### src/tbgi_pkg.sv
// Overview of operation
// - Time base 1 counts only while its enable bit, the control register's top bit, is one.
// - Period select n gives a time base 1 period of 2^(8+n) prescaler ticks.
// - Bits 6 to 3 of the time base 1 control register read as zero.
// - Each serial peripheral flag sets on byte done or on an incomplete transfer.
// - Serial peripheral call needs global enable, own enable and a stack not full.
// - Serving a serial peripheral call clears global enable and that instance's flag.
// - Four grouped interrupts collect timer, two-wire, low-voltage, EEPROM, comparator, converter requests.
// - A group flag sets when any member source sets; enabled group calls if stack free.
// - Serving a group clears only group flag and global enable; software clears sources.
// - Each timer has two flags and enables, for comparator A and P matches.
// - Timer match calls through its group with global, timer and group enables set.
// - Two-wire flag sets on address match, byte done or bus time-out.
// - Two-wire request calls through its group with global, group and own enables set.
// - Low-voltage flag sets on low supply; calls with global, own, group enables.
// - EEPROM flag sets at write end; calls with global, own and group enables.
// - Comparator flag sets on output change; calls with global, own, group enables.
// - Converter flag sets at conversion end; calls with global, own, group enables.
// - Prescaler source: 00 system clock, 01 system clock over four, 1x sub clock.
// - Each time base expiry sets that time base's request flag.
// - Any request flag rising wakes the device, whatever the enables.
package tbgi_pkg;

  // -------------------------------------------------------------------------
  // Sizes
  // -------------------------------------------------------------------------
  localparam int NUM_SPI  = 2;
  localparam int NUM_TM   = 4;
  localparam int NUM_GRP  = 4;
  localparam int NUM_CMP  = 2;
  localparam int NUM_SRC  = 14;
  localparam int NUM_FLG  = 21;
  localparam int TB_CNT_W = 15;
  localparam int TB_BASE  = 8;

  // -------------------------------------------------------------------------
  // Register map, byte addresses, and field positions
  // -------------------------------------------------------------------------
  localparam logic [7:0] ADDR_PSC      = 8'h00;
  localparam logic [7:0] ADDR_TIME_BASE1_CONTROL     = 8'h04;
  localparam logic [7:0] ADDR_CORE_EN  = 8'h08;
  localparam logic [7:0] ADDR_CORE_FLG = 8'h0C;
  localparam logic [7:0] ADDR_SRC_EN   = 8'h10;
  localparam logic [7:0] ADDR_SRC_FLG  = 8'h14;
  localparam int TIME_BASE1_CONTROL_ON_BIT  = 7;
  localparam int CORE_GLB_BIT = 0;
  localparam int CORE_SPI_LSB = 1;
  localparam int CORE_TB_BIT  = 3;
  localparam int CORE_GRP_LSB = 4;
  localparam int FLG_SPI_LSB  = 0;
  localparam int FLG_TB_BIT   = 2;
  localparam int FLG_GRP_LSB  = 3;
  localparam logic [7:0] TIME_BASE1_CONTROL_RESET = 8'h00;

  // -------------------------------------------------------------------------
  // Source bits inside the grouped flag and enable registers
  // -------------------------------------------------------------------------
  localparam int SRC_TWI = 8;
  localparam int SRC_LVD = 9;
  localparam int SRC_EEP = 10;
  localparam int SRC_CMP = 11;
  localparam int SRC_ADC = 13;
  localparam logic [NUM_GRP-1:0][NUM_SRC-1:0] GRP_MASK =
    {14'h3800, 14'h0700, 14'h00F0, 14'h000F};

  // -------------------------------------------------------------------------
  // Prescaler sources and vectors, lowest index served first
  // -------------------------------------------------------------------------
  localparam logic [1:0] PSC_SYS  = 2'h0;
  localparam logic [1:0] PSC_DIV4 = 2'h1;
  localparam logic [1:0] DIV4_END = 2'h3;
  localparam logic [2:0] VEC_SPI0 = 3'h0;
  localparam logic [2:0] VEC_GRP0 = 3'h2;
  localparam logic [2:0] VEC_TB1  = 3'h6;
  localparam int NUM_VEC = 7;

  // -------------------------------------------------------------------------
  // Types
  // -------------------------------------------------------------------------
  typedef enum logic [1:0] {
    BUS_IDLE = 2'h0,
    BUS_DATA = 2'h1
  } tbgi_bus_t;

  typedef struct packed {
    tbgi_bus_t            bus;
    logic                 bus_we;
    logic [7:0]           bus_addr;
    logic                 hready;
    logic [31:0]          hrdata;
    logic [1:0]           psc_src;
    logic                 tb_on;
    logic [2:0]           tb_sel;
    logic [1:0]           div_cnt;
    logic [TB_CNT_W-1:0]  tb_cnt;
    logic                 glb_en;
    logic [NUM_SPI-1:0]   spi_en;
    logic                 tb_en;
    logic [NUM_GRP-1:0]   grp_en;
    logic [NUM_SPI-1:0]   spi_f;
    logic                 tb_f;
    logic [NUM_GRP-1:0]   grp_f;
    logic [NUM_SRC-1:0]   src_en;
    logic [NUM_SRC-1:0]   src_f;
    logic [2:0]           sub_s;
    logic [2:0]           lv_s;
    logic [NUM_CMP-1:0]   cmp_s1;
    logic [NUM_CMP-1:0]   cmp_s2;
    logic [NUM_CMP-1:0]   cmp_s3;
    logic                 irq_req;
    logic [2:0]           irq_vec;
    logic                 wake;
  } tbgi_state_t;

  localparam tbgi_state_t STATE_RESET = '{bus: BUS_IDLE, hready: 1'h1, default: '0};

endpackage
### src/tbgi_irq_ctrl.sv
// Decided for this implementation: the register offsets and the AHB-Lite slave port.
`timescale 1ns/1ps
module tbgi_irq_ctrl
(
  input  wire logic                         CLK_I,
  input  wire logic                         RST_B_I,
  input  wire logic                         HSEL_I,
  input  wire logic [31:0]                  HADDR_I,
  input  wire logic [1:0]                   HTRANS_I,
  input  wire logic                         HWRITE_I,
  input  wire logic                         HREADY_I,
  input  wire logic [31:0]                  HWDATA_I,
  output logic                              HREADYOUT_O,
  output logic [31:0]                       HRDATA_O,
  output logic                              HRESP_O,
  input  wire logic                         SUB_CLK_I,
  input  wire logic [tbgi_pkg::NUM_SPI-1:0] SPI_BYTE_DONE_I,
  input  wire logic [tbgi_pkg::NUM_SPI-1:0] SPI_ABORT_I,
  input  wire logic [tbgi_pkg::NUM_TM-1:0]  TM_MATCH_A_I,
  input  wire logic [tbgi_pkg::NUM_TM-1:0]  TM_MATCH_P_I,
  input  wire logic [2:0]                   TWOWIRE_EVT_I,
  input  wire logic                         LOW_VOLT_I,
  input  wire logic                         EEPROM_WR_DONE_I,
  input  wire logic [tbgi_pkg::NUM_CMP-1:0] CMP_OUT_I,
  input  wire logic                         ADC_DONE_I,
  input  wire logic                         STACK_FULL_I,
  input  wire logic                         IRQ_ACK_I,
  output logic                              IRQ_REQ_O,
  output logic [2:0]                        IRQ_VEC_O,
  output logic                              WAKE_O
);

  // -------------------------------------------------------------------------
  // Helper functions
  // -------------------------------------------------------------------------

  // Mask of the counter bits that must all be one at the last tick of a period.
  function automatic logic [tbgi_pkg::TB_CNT_W-1:0] tb_mask(input logic [2:0] sel);
    logic [31:0] w;
    w = (32'h0000_0001 << (tbgi_pkg::TB_BASE + int'(sel))) - 32'h0000_0001;
    return w[tbgi_pkg::TB_CNT_W-1:0];
  endfunction

  // All request flags in one vector, compared before and after each edge for wake-up.
  function automatic logic [tbgi_pkg::NUM_FLG-1:0] all_flags(input tbgi_pkg::tbgi_state_t s);
    return {s.spi_f, s.tb_f, s.grp_f, s.src_f};
  endfunction

  // Lowest pending vector wins.
  function automatic logic [2:0] prio(input logic [tbgi_pkg::NUM_VEC-1:0] p);
    logic [2:0] v;
    v = 3'h0;
    for (int i = tbgi_pkg::NUM_VEC - 1; i >= 0; i--)
    begin
      if (p[i])
      begin
        v = 3'(i);
      end
    end
    return v;
  endfunction

  // -------------------------------------------------------------------------
  // State and combinational helpers
  // -------------------------------------------------------------------------
  tbgi_pkg::tbgi_state_t                r;
  tbgi_pkg::tbgi_state_t                n;
  logic                                 sub_rise;
  logic                                 psc_tick;
  logic                                 tb_expire;
  logic [tbgi_pkg::TB_CNT_W-1:0]        tb_m;
  logic [tbgi_pkg::NUM_SRC-1:0]         src_set;
  logic [tbgi_pkg::NUM_GRP-1:0]         grp_set;
  logic [tbgi_pkg::NUM_GRP-1:0]         grp_ready;
  logic [tbgi_pkg::NUM_VEC-1:0]         pend;
  logic                                 ack;
  logic [31:0]                          rd;
  logic [tbgi_pkg::NUM_FLG-1:0]         flg_now;

  // Next-state logic for the whole block.
  always_comb
  begin
    n = r;

    // Pin-level inputs pass two flops; edges are taken only behind the second.
    n.sub_s  = {r.sub_s[1:0], SUB_CLK_I};
    n.lv_s   = {r.lv_s[1:0], LOW_VOLT_I};
    n.cmp_s1 = CMP_OUT_I;
    n.cmp_s2 = r.cmp_s1;
    n.cmp_s3 = r.cmp_s2;
    sub_rise = r.sub_s[1] & ~r.sub_s[2];

    // Prescaler tick selection; the divide-by-four runs free so a source change needs no reset.
    n.div_cnt = r.div_cnt + 2'h1;
    case (r.psc_src)
      tbgi_pkg::PSC_SYS:  psc_tick = 1'h1;
      tbgi_pkg::PSC_DIV4: psc_tick = (r.div_cnt == tbgi_pkg::DIV4_END);
      default:            psc_tick = sub_rise;
    endcase

    // Time base 1 counter; held at zero while off so each enable starts a full period.
    tb_m      = tb_mask(r.tb_sel);
    tb_expire = r.tb_on && psc_tick && ((r.tb_cnt & tb_m) == tb_m);
    if (!r.tb_on)
    begin
      n.tb_cnt = '0;
    end
    else if (psc_tick)
    begin
      n.tb_cnt = r.tb_cnt + 15'h0001;
    end

    // Source events for the grouped flags.
    src_set = '0;
    for (int i = 0; i < tbgi_pkg::NUM_TM; i++)
    begin
      src_set[2*i]   = TM_MATCH_A_I[i];
      src_set[2*i+1] = TM_MATCH_P_I[i];
    end
    src_set[tbgi_pkg::SRC_TWI] = |TWOWIRE_EVT_I;
    src_set[tbgi_pkg::SRC_LVD] = r.lv_s[1] & ~r.lv_s[2];
    src_set[tbgi_pkg::SRC_EEP] = EEPROM_WR_DONE_I;
    src_set[tbgi_pkg::SRC_CMP +: tbgi_pkg::NUM_CMP] = r.cmp_s2 ^ r.cmp_s3;
    src_set[tbgi_pkg::SRC_ADC] = ADC_DONE_I;

    // A group is set by any member event and may call only with an enabled member flag.
    for (int g = 0; g < tbgi_pkg::NUM_GRP; g++)
    begin
      grp_set[g]   = |(src_set & tbgi_pkg::GRP_MASK[g]);
      grp_ready[g] = |(r.src_f & r.src_en & tbgi_pkg::GRP_MASK[g]);
    end

    // Register read value, unmapped addresses read zero.
    rd = 32'h0000_0000;
    case (r.bus_addr)
      tbgi_pkg::ADDR_PSC:      rd[1:0] = r.psc_src;
      tbgi_pkg::ADDR_TIME_BASE1_CONTROL:
      begin
        rd[tbgi_pkg::TIME_BASE1_CONTROL_ON_BIT] = r.tb_on;
        rd[2:0]                   = r.tb_sel;
      end
      tbgi_pkg::ADDR_CORE_EN:  rd[7:0] = {r.grp_en, r.tb_en, r.spi_en, r.glb_en};
      tbgi_pkg::ADDR_CORE_FLG: rd[6:0] = {r.grp_f, r.tb_f, r.spi_f};
      tbgi_pkg::ADDR_SRC_EN:   rd[tbgi_pkg::NUM_SRC-1:0] = r.src_en;
      tbgi_pkg::ADDR_SRC_FLG:  rd[tbgi_pkg::NUM_SRC-1:0] = r.src_f;
      default:                 rd = 32'h0000_0000;
    endcase

    // Bus slave: one wait state per transfer, so read data always come from a flop.
    case (r.bus)
      tbgi_pkg::BUS_IDLE:
      begin
        if (HSEL_I && HTRANS_I[1] && HREADY_I)
        begin
          n.bus      = tbgi_pkg::BUS_DATA;
          n.bus_we   = HWRITE_I;
          n.bus_addr = HADDR_I[7:0];
          n.hready   = 1'h0;
        end
      end
      tbgi_pkg::BUS_DATA:
      begin
        n.bus    = tbgi_pkg::BUS_IDLE;
        n.hready = 1'h1;
        if (!r.bus_we)
        begin
          n.hrdata = rd;
        end
        else
        begin
          case (r.bus_addr)
            tbgi_pkg::ADDR_PSC: n.psc_src = HWDATA_I[1:0];
            tbgi_pkg::ADDR_TIME_BASE1_CONTROL:
            begin
              n.tb_on  = HWDATA_I[tbgi_pkg::TIME_BASE1_CONTROL_ON_BIT];
              n.tb_sel = HWDATA_I[2:0];
            end
            tbgi_pkg::ADDR_CORE_EN:
            begin
              n.glb_en = HWDATA_I[tbgi_pkg::CORE_GLB_BIT];
              n.spi_en = HWDATA_I[tbgi_pkg::CORE_SPI_LSB +: tbgi_pkg::NUM_SPI];
              n.tb_en  = HWDATA_I[tbgi_pkg::CORE_TB_BIT];
              n.grp_en = HWDATA_I[tbgi_pkg::CORE_GRP_LSB +: tbgi_pkg::NUM_GRP];
            end
            tbgi_pkg::ADDR_CORE_FLG:
            begin
              n.spi_f = HWDATA_I[tbgi_pkg::FLG_SPI_LSB +: tbgi_pkg::NUM_SPI];
              n.tb_f  = HWDATA_I[tbgi_pkg::FLG_TB_BIT];
              n.grp_f = HWDATA_I[tbgi_pkg::FLG_GRP_LSB +: tbgi_pkg::NUM_GRP];
            end
            tbgi_pkg::ADDR_SRC_EN:  n.src_en = HWDATA_I[tbgi_pkg::NUM_SRC-1:0];
            tbgi_pkg::ADDR_SRC_FLG: n.src_f  = HWDATA_I[tbgi_pkg::NUM_SRC-1:0];
            default:                n.src_f  = n.src_f;
          endcase
        end
      end
      default:
      begin
        n.bus    = tbgi_pkg::BUS_IDLE;
        n.hready = 1'h1;
      end
    endcase

    // Service: the core takes the offered vector, which drops global enable and that flag.
    ack = IRQ_ACK_I && r.irq_req;
    if (ack)
    begin
      n.glb_en = 1'h0;
      if (r.irq_vec < tbgi_pkg::VEC_GRP0)
      begin
        n.spi_f[r.irq_vec[0]] = 1'h0;
      end
      else if (r.irq_vec == tbgi_pkg::VEC_TB1)
      begin
        n.tb_f = 1'h0;
      end
      else
      begin
        n.grp_f[2'(r.irq_vec - tbgi_pkg::VEC_GRP0)] = 1'h0;
      end
    end

    // Hardware sets come last so an event in the clearing cycle is never lost.
    n.spi_f = n.spi_f | SPI_BYTE_DONE_I | SPI_ABORT_I;
    n.tb_f  = n.tb_f | tb_expire;
    n.grp_f = n.grp_f | grp_set;
    n.src_f = n.src_f | src_set;

    // Pending calls, with the request withdrawn in the cycle it is taken.
    pend[tbgi_pkg::VEC_SPI0 +: tbgi_pkg::NUM_SPI] = r.spi_f & r.spi_en;
    pend[tbgi_pkg::VEC_GRP0 +: tbgi_pkg::NUM_GRP] = r.grp_f & r.grp_en & grp_ready;
    pend[tbgi_pkg::VEC_TB1] = r.tb_f & r.tb_en;
    n.irq_req = r.glb_en && !STACK_FULL_I && (|pend) && !ack;
    n.irq_vec = prio(pend);

    // Wake-up on any rising flag, enabled or not.
    n.wake = |(all_flags(n) & ~all_flags(r));
  end

  // State register.
  always_ff @(posedge CLK_I or negedge RST_B_I)
  begin
    if (!RST_B_I)
    begin
      r <= tbgi_pkg::STATE_RESET;
    end
    else
    begin
      r <= n;
    end
  end

  // -------------------------------------------------------------------------
  // Outputs
  // -------------------------------------------------------------------------

  // Every output but HRESP_O is a state flop; HRESP_O is tied low, so the slave never signals an error.
  assign HREADYOUT_O = r.hready;
  assign HRDATA_O    = r.hrdata;
  assign HRESP_O     = 1'h0;
  assign IRQ_REQ_O   = r.irq_req;
  assign IRQ_VEC_O   = r.irq_vec;
  assign WAKE_O      = r.wake;

  // Plain flag vector, so the wake check can look one cycle back at a signal.
  assign flg_now     = all_flags(r);
endmodule

### config.mk
export PLATFORM = sky130hd
export DESIGN_NAME = tbgi_irq_ctrl
export DESIGN_NICKNAME = d
export VERILOG_FILES = /design/src/tbgi_pkg.sv /design/src/tbgi_irq_ctrl.sv
export SDC_FILE = /design/constraint.sdc
export NUM_CORES = 1
export LEC_CHECK = 0
export BUFFER_PORTS_ARGS = -buffer_cell sky130_fd_sc_hd__buf_2
export CAP_MARGIN = 20
export CORE_UTILIZATION = 55
export DETAILED_ROUTE_END_ITERATION = 6
export PLACE_DENSITY_LB_ADDON = 0.3
export RECOVER_POWER = 25
export SETUP_SLACK_MARGIN = 0.1
export SLEW_MARGIN = 20
export SYNTH_ARGS = -nofsm -noshare
export SYNTH_HDL_FRONTEND = slang
export SYNTH_SLANG_ARGS = --single-unit
### constraint.sdc
create_clock -name CLK_I -period 5 [get_ports CLK_I]
set_input_delay 1 -clock CLK_I [delete_from_list [all_inputs] [get_ports CLK_I]]
set_output_delay 1 -clock CLK_I [all_outputs]
set_load 0.005 [all_outputs]
==> results by group, run 1 <==
CTS
  – CTS H-tree lvls: 3
  – Clock Sink Count: roughly 110
  – Clock buffer depth: 2
  – Postcts setup bufs: 0
  – Latest clock arrival within the worst-skew pair: 0.37 ns
  – Hold buffer count at cts: 0
  – Root Driver: clkbuf_8
  – Post-CTS Resized: 0
  – CTS Buf Count: 9
  – TritonCTS clock tree: done
  – Clk pin slew, worst setup/hold paths: 0.10 ns

Detailed routing
  – WL final: 12900 µm
  – Initial drt markers: 385
  – Avg Vias per Cell: 5.77
  – 1st-pass router iterations: 5
  – ANT nets after route: 0
  – Total number of vias: 4077
  – Average wire per standard cell: 18.3 µm
  – DRC: 0

GRT
  – GRT Overall Usage: 27.3%
  – Vias in the first global route: 3899
  – Met2 usage: 45.3%
  – GR Layer Usage met3: under 10%
  – Busiest layer in global routing: met2
  – First-pass GRT wire length: 20500 µm
  – Gr ovfl total: 0
  – Largest net degree at the start of global routing: around 80
  – Initial antenna violation count: 0
  – GR Layer Usage met1: a little over a third

Run
  – Max_cap viols: 0

Cells and area
  – N_diodes: 0
  – Area growth from synthesis to layout: 9.37%
  – Final Instance Area: 5800 µm²
  – Post-Layout Cell Count: 706
  – Layout Nets: 668
  – Share of layout cells above drive strength 1: roughly a fifth
  – Fillers: 818

Pwr
  – Pwr/cell area: 314 nW/µm²
  – Clock Power Share: 32.0%
  – Switching Power: 476 µW
  – Combinational Power Share: between 10% and 20%
  – Lkg Pwr: between 2 and 3 nW
  – Internal: 1.34 mW
  – Sequential share of power: 55.2%
  – Worst vdd ir: 0.216 mV
  – Sw Share: 26.2%
  – Final Power: 1.82 mW

Floorplanning
  – Die ar.: roughly 10000 µm²
  – # IOs: 133
  – Die Wd: 100 µm
  – Core footprint: 9280 µm²
  – Site Rows: 35
  – Die Ht: 100 µm
  – Initial core utilization: 57.1%

Hold path
  – Hold path depth: 0
  – Worst min-delay path category: flop to flop

Placed design
  – # port buffers: 70
  – Placed Area: 5550 µm²
  – Final GP Congestion: 0.917
  – Dpl cells: 689
  – Setup WS pre-CTS: approximately 1.8 ns
  – Hpwl dp: 9490 µm

Synthesis
  – Syn_area_per_cell: between 10 and 15 µm²
  – Post-synth EDFFs: 0
  – Netlist cell types: 50
  – Main flop type after synthesis: dfrtp_1
  – Synth async-reset ratio: 100%
  – Sequential share of the synthesized area: 51.0%
  – Synth Instances: 524
  – Ys Warns: 0
  – Mapped cell area: between 5000 and 6000 µm²
  – #FFs+latches synth: 108

STA
  – Final WS setup: 2.16 ns
  – Finish-stage setup viols: 0
  – Fin crit share: 56.8%
  – RSZ-0062 raised after global routing: no
  – Slew Viols, Final: 0
  – Layout Skew: around 0.016 ns
  – TNS Setup: 0 ns
  – Final hold vios: 0
  – Slew headroom: between 20% and 30%
  – Crit path time final: 2.84 ns
  – Least-Margin Pin Slew: 1.12 ns
  – FMAX: 352 MHz

Worst setup path
  – Worst R2R Path Depth: 4
  – Critical path launch point type: flop
  – WP data required: 5.26 ns
  – CP max FO: 17
  – Arrival @ worst endpoint: 3.10 ns
  – WS Path Type: flop to flop
  – Critical Path End Type: flop

Outcome
  – Status: finished, final reports clean
[per-layer routing]
| layer | up-vias | share of wire [%] |
|---|---|---|
| met2 | 155 | 50 |
| met1 | 2009 | 42 |
| li1 | 1894 | - |
| met3 | 19 | 6.4 |
| met5 | - | 0 |
| met4 | 0 | 1.7 |
[synth_stat cells (12+ instances only)]
cell type | number | area, µm²
buf_4 | 36 | 270
nand3_1 | 14 | 70.1
clkbuf_1 | 15 | 56.3
nand2_1 | 72 | 270
o21ai_0 | 12 | 60.1
and2_1 | 21 | 131
nor2_1 | 37 | 139
dfrtp_1 | 107 | 2680
a21oi_1 | 16 | 80.1
inv_1 | 20 | 75.1
a222oi_1 | 12 | 120
mux2_2 | 26 | 293
[final cells by class]
class | count | area [µm²] | share of cell area [%]
clock buffer | 12 | 145 | 2.50
clock inverter | 4 | 72.6 | 1.25
inverter | 20 | 75.1 | 1.30
multi-input combinational | 361 | 2250 | 38.9
sequential | 108 | 2700 | 46.6
tap | 129 | 161 | 2.78
timing repair buffer | 72 | 384 | 6.63
[registers in the layout (all words and copies together) (netlist names)]
signal and cells:
IRQ_VEC_O 3, IRQ_REQ_O 1, flg_now 21, HRDATA_O 14, n 8, r 59, HREADYOUT_O 1, WAKE_O 1
[worst paths after layout]
| path | startpoint | end | slack (ns) |
|---|---|---|---|
| max in group asynchronous | RST_B_I | HREADYOUT_O | 3.16 |
| min in group asynchronous | RST_B_I | r[79] | 0.82 |
| max | r[121] | r[44] | 2.16 |
| max reg2reg | r[121] | r[44] | 2.16 |
| min | n[8] | n[6] | 0.35 |
| min reg2reg | n[8] | n[6] | 0.35 |
[critical path, cell delays in order, from the launching register on]
cell and delay (ns):
dfrtp_1 0.41, nor4b_1 0.45, and3_1 0.71, nand2_1 0.67, mux2_2 0.48
[placed cells by master (no fill, tap or decap), types with 3 or more instances in the layout]
cell | netlist | routed
nor2b_1 | 8 | 7
conb_1 | 1 | 19
a21o_1 | 4 | 4
a221oi_1 | 8 | 8
nand3_1 | 14 | 14
nor4b_1 | 3 | 3
nand2b_1 | 6 | 6
xor2_1 | 5 | 5
a21oi_1 | 16 | 16
o21ai_1 | 4 | 4
nor3b_1 | 3 | 3
clkbuf_1 | 15 | 3
mux2_2 | 26 | 26
o22ai_1 | 9 | 9
xnor2_1 | 10 | 10
dfrtp_1 | 107 | 107
a211o_1 | 5 | 5
and3_1 | 6 | 6
nand2_1 | 72 | 72
a222oi_1 | 12 | 12
o21ai_0 | 12 | 12
a31oi_1 | 7 | 7
nor3_1 | 7 | 7
mux2i_1 | 9 | 9
a22oi_1 | 4 | 4
and2_1 | 21 | 21
a22o_1 | 3 | 3
nor4_1 | 5 | 5
inv_1 | 20 | 20
nand4_1 | 4 | 4
nor2_1 | 37 | 37
buf_2 | 2 | 69
clkbuf_8 | 0 | 10
[logic make-up after synthesis]
logic type | after synthesis | synth area share (%)
compound gates | 94 | 12.8
buf+inv | 73 | 7.77
simple gates | 196 | 18.1
other cells | 1 | 0.0708
xor+xnor | 15 | 2.48
fa+ha+maj | 2 | 0.472
mux | 35 | 7.22
flops | 108 | 51.0
[metrics by stage]
step                      hold slack [ns]  utilization (%)
after floorplan                     0.331                -
after global placement              0.333             59.8
after detailed placement            0.336             59.8
after CTS                           0.358             62.2
after global routing                0.360             62.4
final                               0.353             62.4
[power groups by stage]
stage          Clock [mW]  Sequential, mW  Combinational, mW
2_1_floorplan           0           0.998              0.180
3_3_place_gp            0            1.01              0.227
3_5_place_dp            0            1.02              0.232
4_1_cts             0.598            1.00              0.233
5_1_grt             0.626            1.01              0.261
6_report            0.581            1.00              0.234
(Power assumes the default switching activity.)
==> run 2, diff against run 1 <==
--- a/config.mk
+++ b/config.mk
@@ -7,7 +7,7 @@
 export LEC_CHECK = 0
 export BUFFER_PORTS_ARGS = -buffer_cell sky130_fd_sc_hd__buf_2
 export CAP_MARGIN = 20
-export CORE_UTILIZATION = 55
+export CORE_UTILIZATION = 53
 export DETAILED_ROUTE_END_ITERATION = 6
 export PLACE_DENSITY_LB_ADDON = 0.3
 export RECOVER_POWER = 25
==> constraint.sdc (replaced) <==
create_clock -name CLK_I -period 2.9 [get_ports CLK_I]
set_input_delay 0.58 -clock CLK_I [delete_from_list [all_inputs] [get_ports CLK_I]]
set_output_delay 0.58 -clock CLK_I [all_outputs]
set_load 0.005 [all_outputs]
==> results by group, run 2 (synthesis results as in run 1) <==
Worst setup path
  – Critical Path End Type: flop
  – Arrival @ worst endpoint: 2.69 ns (-0.41 ns)
  – Worst R2R Path Depth: 6 (+2)
  – Critical path startpoint: TM_MATCH_A_I[1]
  – Critical path launch point type: input pin
  – Reg2reg setup slack: 0.46 ns (-1.70 ns)
  – CP max FO: 3 (-14)
  – R2r startpoint: r[118]
  – End of the critical path: WAKE_O
  – WP data required: 3.14 ns (-2.12 ns)
  – WS Path Type: input pin to flop
  – Crit Reg-Reg Endpoint: WAKE_O

Pwr
  – Final Power: 3.25 mW (+78%)
  – Worst vdd ir: 0.313 mV (+45%)
  – Lkg Pwr: 2.81 nW (+2.5%)
  – Pwr/cell area: 550 nW/µm² (+75%)

Cells and area
  – Post-Layout Cell Count: 721 (+2.1%)
  – Area growth from synthesis to layout: 11.4%
  – Multi-input logic area: 2250 µm² (-0.11%)
  – Reg area: 2700 µm² (unchanged)
  – N_diodes: 0 (unchanged)
  – Share of layout cells above drive strength 1: 21.6% (+1.7 points)
  – Most frequent cells in the layout: dfrtp_1, nand2_1, buf_2, nor2_1, mux2_2
  – Most common cell after layout, fill and taps aside: dfrtp_1
  – Top reg by flops: r
  – Fillers: 840 (+2.7%)
  – Layout Nets: 679 (+1.6%)
  – Final core utilization: 60.7% (-1.8 points)
  – Max reg flops: 59 (unchanged)
  – Final Instance Area: 5900 µm² (+1.9%)

Placed design
  – Dpl cells: 705 (+2.3%)
  – # port buffers: 70 (unchanged)
  – Hpwl dp: 9380 µm (-1.1%)
  – Placed Area: 5660 µm² (+1.9%)
  – Setup WS pre-CTS: 0.0677 ns (-1.72 ns)
  – Final GP Congestion: 0.942 (+2.7%)

Outcome
  – Failing checks: DRC, capacitance limit, slew limit
  – Status: finished with violations

STA
  – Crit path time final: 2.45 ns
  – Final hold vios: 0 (unchanged)
  – FMAX: 409 MHz
  – Slew Viols, Final: 31 (+31)
  – Final WS setup: 0.454 ns (-1.71 ns)
  – Hold WS: 0.303 ns (-0.0496 ns)
  – Least-Margin Pin Slew: 1.69 ns (+0.574 ns)
  – RSZ-0062 raised after global routing: no
  – Fin crit share: 84.4%
  – TNS Setup: 0 ns (unchanged)
  – Layout Skew: 0.00872 ns (-0.00777 ns)
  – Slew headroom: -12.7% (-38 points)
  – Finish-stage setup viols: 0 (unchanged)

Detailed routing
  – 1st-pass router iterations: 7 (+2)
  – Avg Vias per Cell: 5.70 (-1.3%)
  – Average wire per standard cell: 17.6 µm (-3.8%)
  – WL final: 12700 µm (-1.8%)
  – Total number of vias: 4108 (+0.76%)
  – DRC: 1 (+1)
  – ANT nets after route: 0 (unchanged)
  – Initial drt markers: 391 (+1.6%)

GRT
  – Initial antenna violation count: 0 (unchanged)
  – Vias in the first global route: 3944 (+1.2%)
  – GRT Overall Usage: 26.3% (-1.1 points)
  – First-pass GRT wire length: 20300 µm (-1.0%)
  – Gr ovfl total: 0 (unchanged)
  – Largest net degree at the start of global routing: 79 (+1.3%)

Floorplanning
  – Die ar.: 10400 µm² (+3.7%)
  – Site Rows: 36 (+2.9%)
  – Die Wd: 102 µm (+1.8%)
  – # IOs: 133 (unchanged)
  – Initial core utilization: 54.5% (-2.6 points)
  – Core footprint: 9730 µm² (+4.8%)
  – Die Ht: 102 µm (+1.8%)

CTS
  – Root Driver: clkbuf_8
  – Clock Sink Count: 108 (unchanged)
  – TritonCTS clock tree: done
  – Post-CTS Resized: 0 (unchanged)
  – Clock buffer depth: 2 (unchanged)
  – CTS Buf Count: 9 (unchanged)
  – Postcts setup bufs: 0 (unchanged)
  – Latest clock arrival within the worst-skew pair: 0.38 ns (about the same)
  – Clk pin slew, worst setup/hold paths: 0.10 ns (about the same)
  – Hold buffer count at cts: 0 (unchanged)
  – CTS H-tree lvls: 3 (unchanged)

Run
  – Max_cap viols: 1 (+1)

Hold path
  – Worst min-delay path category: input pin to flop
run 2: layout make-up:
type	instances	share of cell area, %
clock buffer	9	2.10
clock inverter	7	2.10
inverter	20	1.27
multi-input combinational	361	38.1
sequential	108	45.8
tap	133	2.82
timing repair buffer	83	7.78
run 2: where the power goes:
group          switching [mW]  internal, mW  leakage (nW)
logic                   0.220         0.189          1.42
clock network           0.526         0.579         0.120
registers               0.107          1.62          1.27
run 2: worst max-delay path, stage by stage:
cell and delay (ns):
buf_2 0.12, nor4_1 0.49, o22ai_1 0.17, nor2_1 0.12, nand4_1 0.12, or4b_1 0.52
or4_1 0.55
run 2: how the worst min path moves through the flow:
stage / startpoint / endpoint / slack, ns / depth (start not counted)
3_3_place_gp: n[7] / n[5] / 0.33 / 0
4_1_cts: RST_B_I / IRQ_VEC_O[0] / 0.12 / 1
6_report: SUB_CLK_I / n[15] / 0.30 / 1
2_1_floorplan: RST_B_I / HRDATA_O[0] / 0.28 / 0
5_1_grt: LOW_VOLT_I / n[12] / 0.28 / 1
3_5_place_dp: n[15] / n[16] / 0.34 / 0
run 2: routing by layer:
metal	vias up	track usage (%)	share of wire [%]
li1	1912	-	-
met1	2038	35.1	44
met2	134	41.5	48
met3	24	7.11	5.6
met4	0	8.90	2.3
met5	-	0	0
==> run 3, diff against run 2 <==
--- a/config.mk
+++ b/config.mk
@@ -7,7 +7,7 @@
 export LEC_CHECK = 0
 export BUFFER_PORTS_ARGS = -buffer_cell sky130_fd_sc_hd__buf_2
 export CAP_MARGIN = 20
-export CORE_UTILIZATION = 53
+export CORE_UTILIZATION = 48
 export DETAILED_ROUTE_END_ITERATION = 6
 export PLACE_DENSITY_LB_ADDON = 0.3
 export RECOVER_POWER = 25
==> constraint.sdc (replaced) <==
create_clock -name CLK_I -period 2.21 [get_ports CLK_I]
set_input_delay 0.442 -clock CLK_I [delete_from_list [all_inputs] [get_ports CLK_I]]
set_output_delay 0.442 -clock CLK_I [all_outputs]
set_load 0.005 [all_outputs]
==> results by group, run 3 (synthesis results as in run 1) <==
GRT
  – First-pass GRT wire length: 22100 µm (+8.7%)
  – Largest net degree at the start of global routing: 50 (-37%)
  – Vias in the first global route: 4261 (+8.0%)
  – Gr ovfl total: 0 (unchanged)
  – GRT Overall Usage: 25.8% (-0.44 points)
  – Initial antenna violation count: 0 (unchanged)

Floorplanning
  – # IOs: 133 (unchanged)
  – Die Wd: 107 µm (+5.0%)
  – Initial core utilization: 49.1% (-5.4 points)
  – Die Ht: 107 µm (+5.0%)
  – Site Rows: 38 (+5.6%)
  – Die ar.: 11500 µm² (+10%)
  – Core footprint: 10800 µm² (+11%)

CTS
  – CTS Buf Count: 9 (unchanged)
  – TritonCTS clock tree: done
  – Clock buffer depth: 2 (unchanged)
  – Root Driver: clkbuf_8
  – Clock Sink Count: 108 (unchanged)
  – CTS H-tree lvls: 3 (unchanged)
  – Clk pin slew, worst setup/hold paths: 0.10 ns (about the same)
  – Latest clock arrival within the worst-skew pair: 0.38 ns (about the same)

STA
  – Fin crit share: 103%
  – Least-Margin Pin Slew: 0.810 ns (-0.880 ns)
  – Finish-stage setup viols: 1 (+1)
  – Crit path time final: between 2 and 2.5 ns
  – RSZ-0062 raised after global routing: yes
  – Slew Viols, Final: 0 (-100%)
  – Final hold vios: 0 (unchanged)
  – Slew headroom: 46.0% (+59 points)
  – FMAX: around 440 MHz
  – Layout Skew: 0.00928 ns (+0.000563 ns)
  – TNS Setup: -0.0553 ns (-0.0553 ns)
  – Final WS setup: -0.0553 ns (-0.509 ns)

Worst setup path
  – WP data required: 2.48 ns (-0.66 ns)
  – Critical Path End Type: flop
  – Critical path launch point type: flop
  – Arrival @ worst endpoint: 2.53 ns (-0.16 ns)
  – WS Path Type: flop to flop
  – CP max FO: 2 (-1)

Detailed routing
  – Initial drt markers: 279 (-29%)
  – WL final: 13700 µm (+8.1%)
  – DRC: 0 (-1)
  – Average wire per standard cell: 17.5 µm (-0.58%)
  – ANT nets after route: 0 (unchanged)
  – Avg Vias per Cell: 5.45 (-4.3%)
  – 1st-pass router iterations: 5 (-2)
  – Total number of vias: 4273 (+4.0%)

Placed design
  – Setup WS pre-CTS: -0.289 ns (-0.357 ns)
  – # port buffers: 70 (unchanged)
  – Dpl cells: 766 (+8.7%)
  – Hpwl dp: 10400 µm (+11%)
  – Final GP Congestion: 0.908 (-3.7%)

Cells and area
  – Top reg by flops: r
  – Most frequent cells in the layout: dfrtp_1, nand2_1, buf_2, buf_4, nor2_1
  – Max reg flops: 59 (unchanged)
  – Post-Layout Cell Count: 784 (+8.7%)
  – N_diodes: 0 (unchanged)
  – Layout Nets: 735 (+8.2%)
  – Area growth from synthesis to layout: 19.8%
  – Most common cell after layout, fill and taps aside: dfrtp_1
  – Share of layout cells above drive strength 1: 29.7% (+8.1 points)

Pwr
  – Pwr/cell area: 668 nW/µm² (+22%)
  – Worst vdd ir: 0.489 mV (+56%)
  – Final Power: 4.25 mW (+31%)
  – Lkg Pwr: 3.08 nW (+9.6%)

Hold path
  – Worst min-delay path category: input pin to flop

Run
  – Max_cap viols: 0 (-1)

Outcome
  – Status: finished with violations
  – Failing checks: setup timing
## run 3: changes by cell type in the layout (fill, tap and decap cells not counted), moves of 2 or more
cell      previous run  this run
and2_1              21        18
inv_6                1         3
and2_4               0         2
clkbuf_2             0         2
nor2b_1              8         6
buf_4               12        65
clkinv_4             2         0
## run 3: critical path: stages (launching register included)
cell,delay (ns)
dfrtp_1,0.38
nor2b_2,0.06
a2111oi_4,0.37
o2111ai_1,0.16
o31ai_1,0.27
or4b_1,0.45
or4_1,0.46
## run 3: per-layer routing
layer | part of all wire [%] | GRT usage [%] | up-vias | wire, µm
li1 | - | - | 2023 | -
met1 | 45 | 35.0 | 2091 | 6220
met2 | 47 | 41.1 | 142 | 6450
met3 | 5.9 | 5.65 | 17 | 803
met4 | 1.9 | 8.61 | 0 | 257
met5 | 0 | 0 | - | 0
## run 3: timing repair
| item | in CTS | in global routing |
|---|---|---|
| setup endpoints to repair | 1 | 28 |
| setup buffers | 1 | 0 |
| hold buffers | 1 | 0 |
| pin swaps | 3 | 0 |
| hold endpoints to repair | 26 | 0 |
| resized for setup | 1 | 7 |
## run 3: path summary, 6_finish.rpt
check                              endpoint        from  depth (start not counted)  slack (ns)
worst max-delay path                 WAKE_O  flg_now[3]                          6       -0.06
worst max register to register       WAKE_O  flg_now[3]                          6       -0.06
max in group asynchronous             r[64]     RST_B_I                          3        0.29
worst min-delay path                  n[12]  LOW_VOLT_I                          1        0.15
min in group asynchronous       HRDATA_O[8]     RST_B_I                          2        0.66
worst min register to register        n[16]       n[15]                          0        0.36
## run 3: power by group
group          internal [mW]  total [mW]  switching (mW)
Combinational          0.315       0.645           0.330
Sequential              2.13        2.25           0.117
Clock                  0.651        1.35           0.702
Total                   3.10        4.25            1.15
## run 3: stage by stage
| step | hold slack (ns) | cell area, µm² | utilization (%) |
|---|---|---|---|
| floorplan | 0.146 | 5380 | - |
| global placement | 0.333 | 6110 | 56.6 |
| detailed placement | 0.338 | 6110 | 56.6 |
| CTS | 0.129 | 6350 | 58.8 |
| global route | 0.123 | 6350 | 58.8 |
| finish | 0.154 | 6350 | 58.8 |
## run 3: layout make-up
class                   instances  area [µm²]
fillers                       940        4440
well taps                     140         175
multi-input cells             361        2280
flip-flops and latches        108        2700
repair buffers                139         893
clock inverters                 6        93.8
clock buffers                  10         128
inverters                      20        75.1
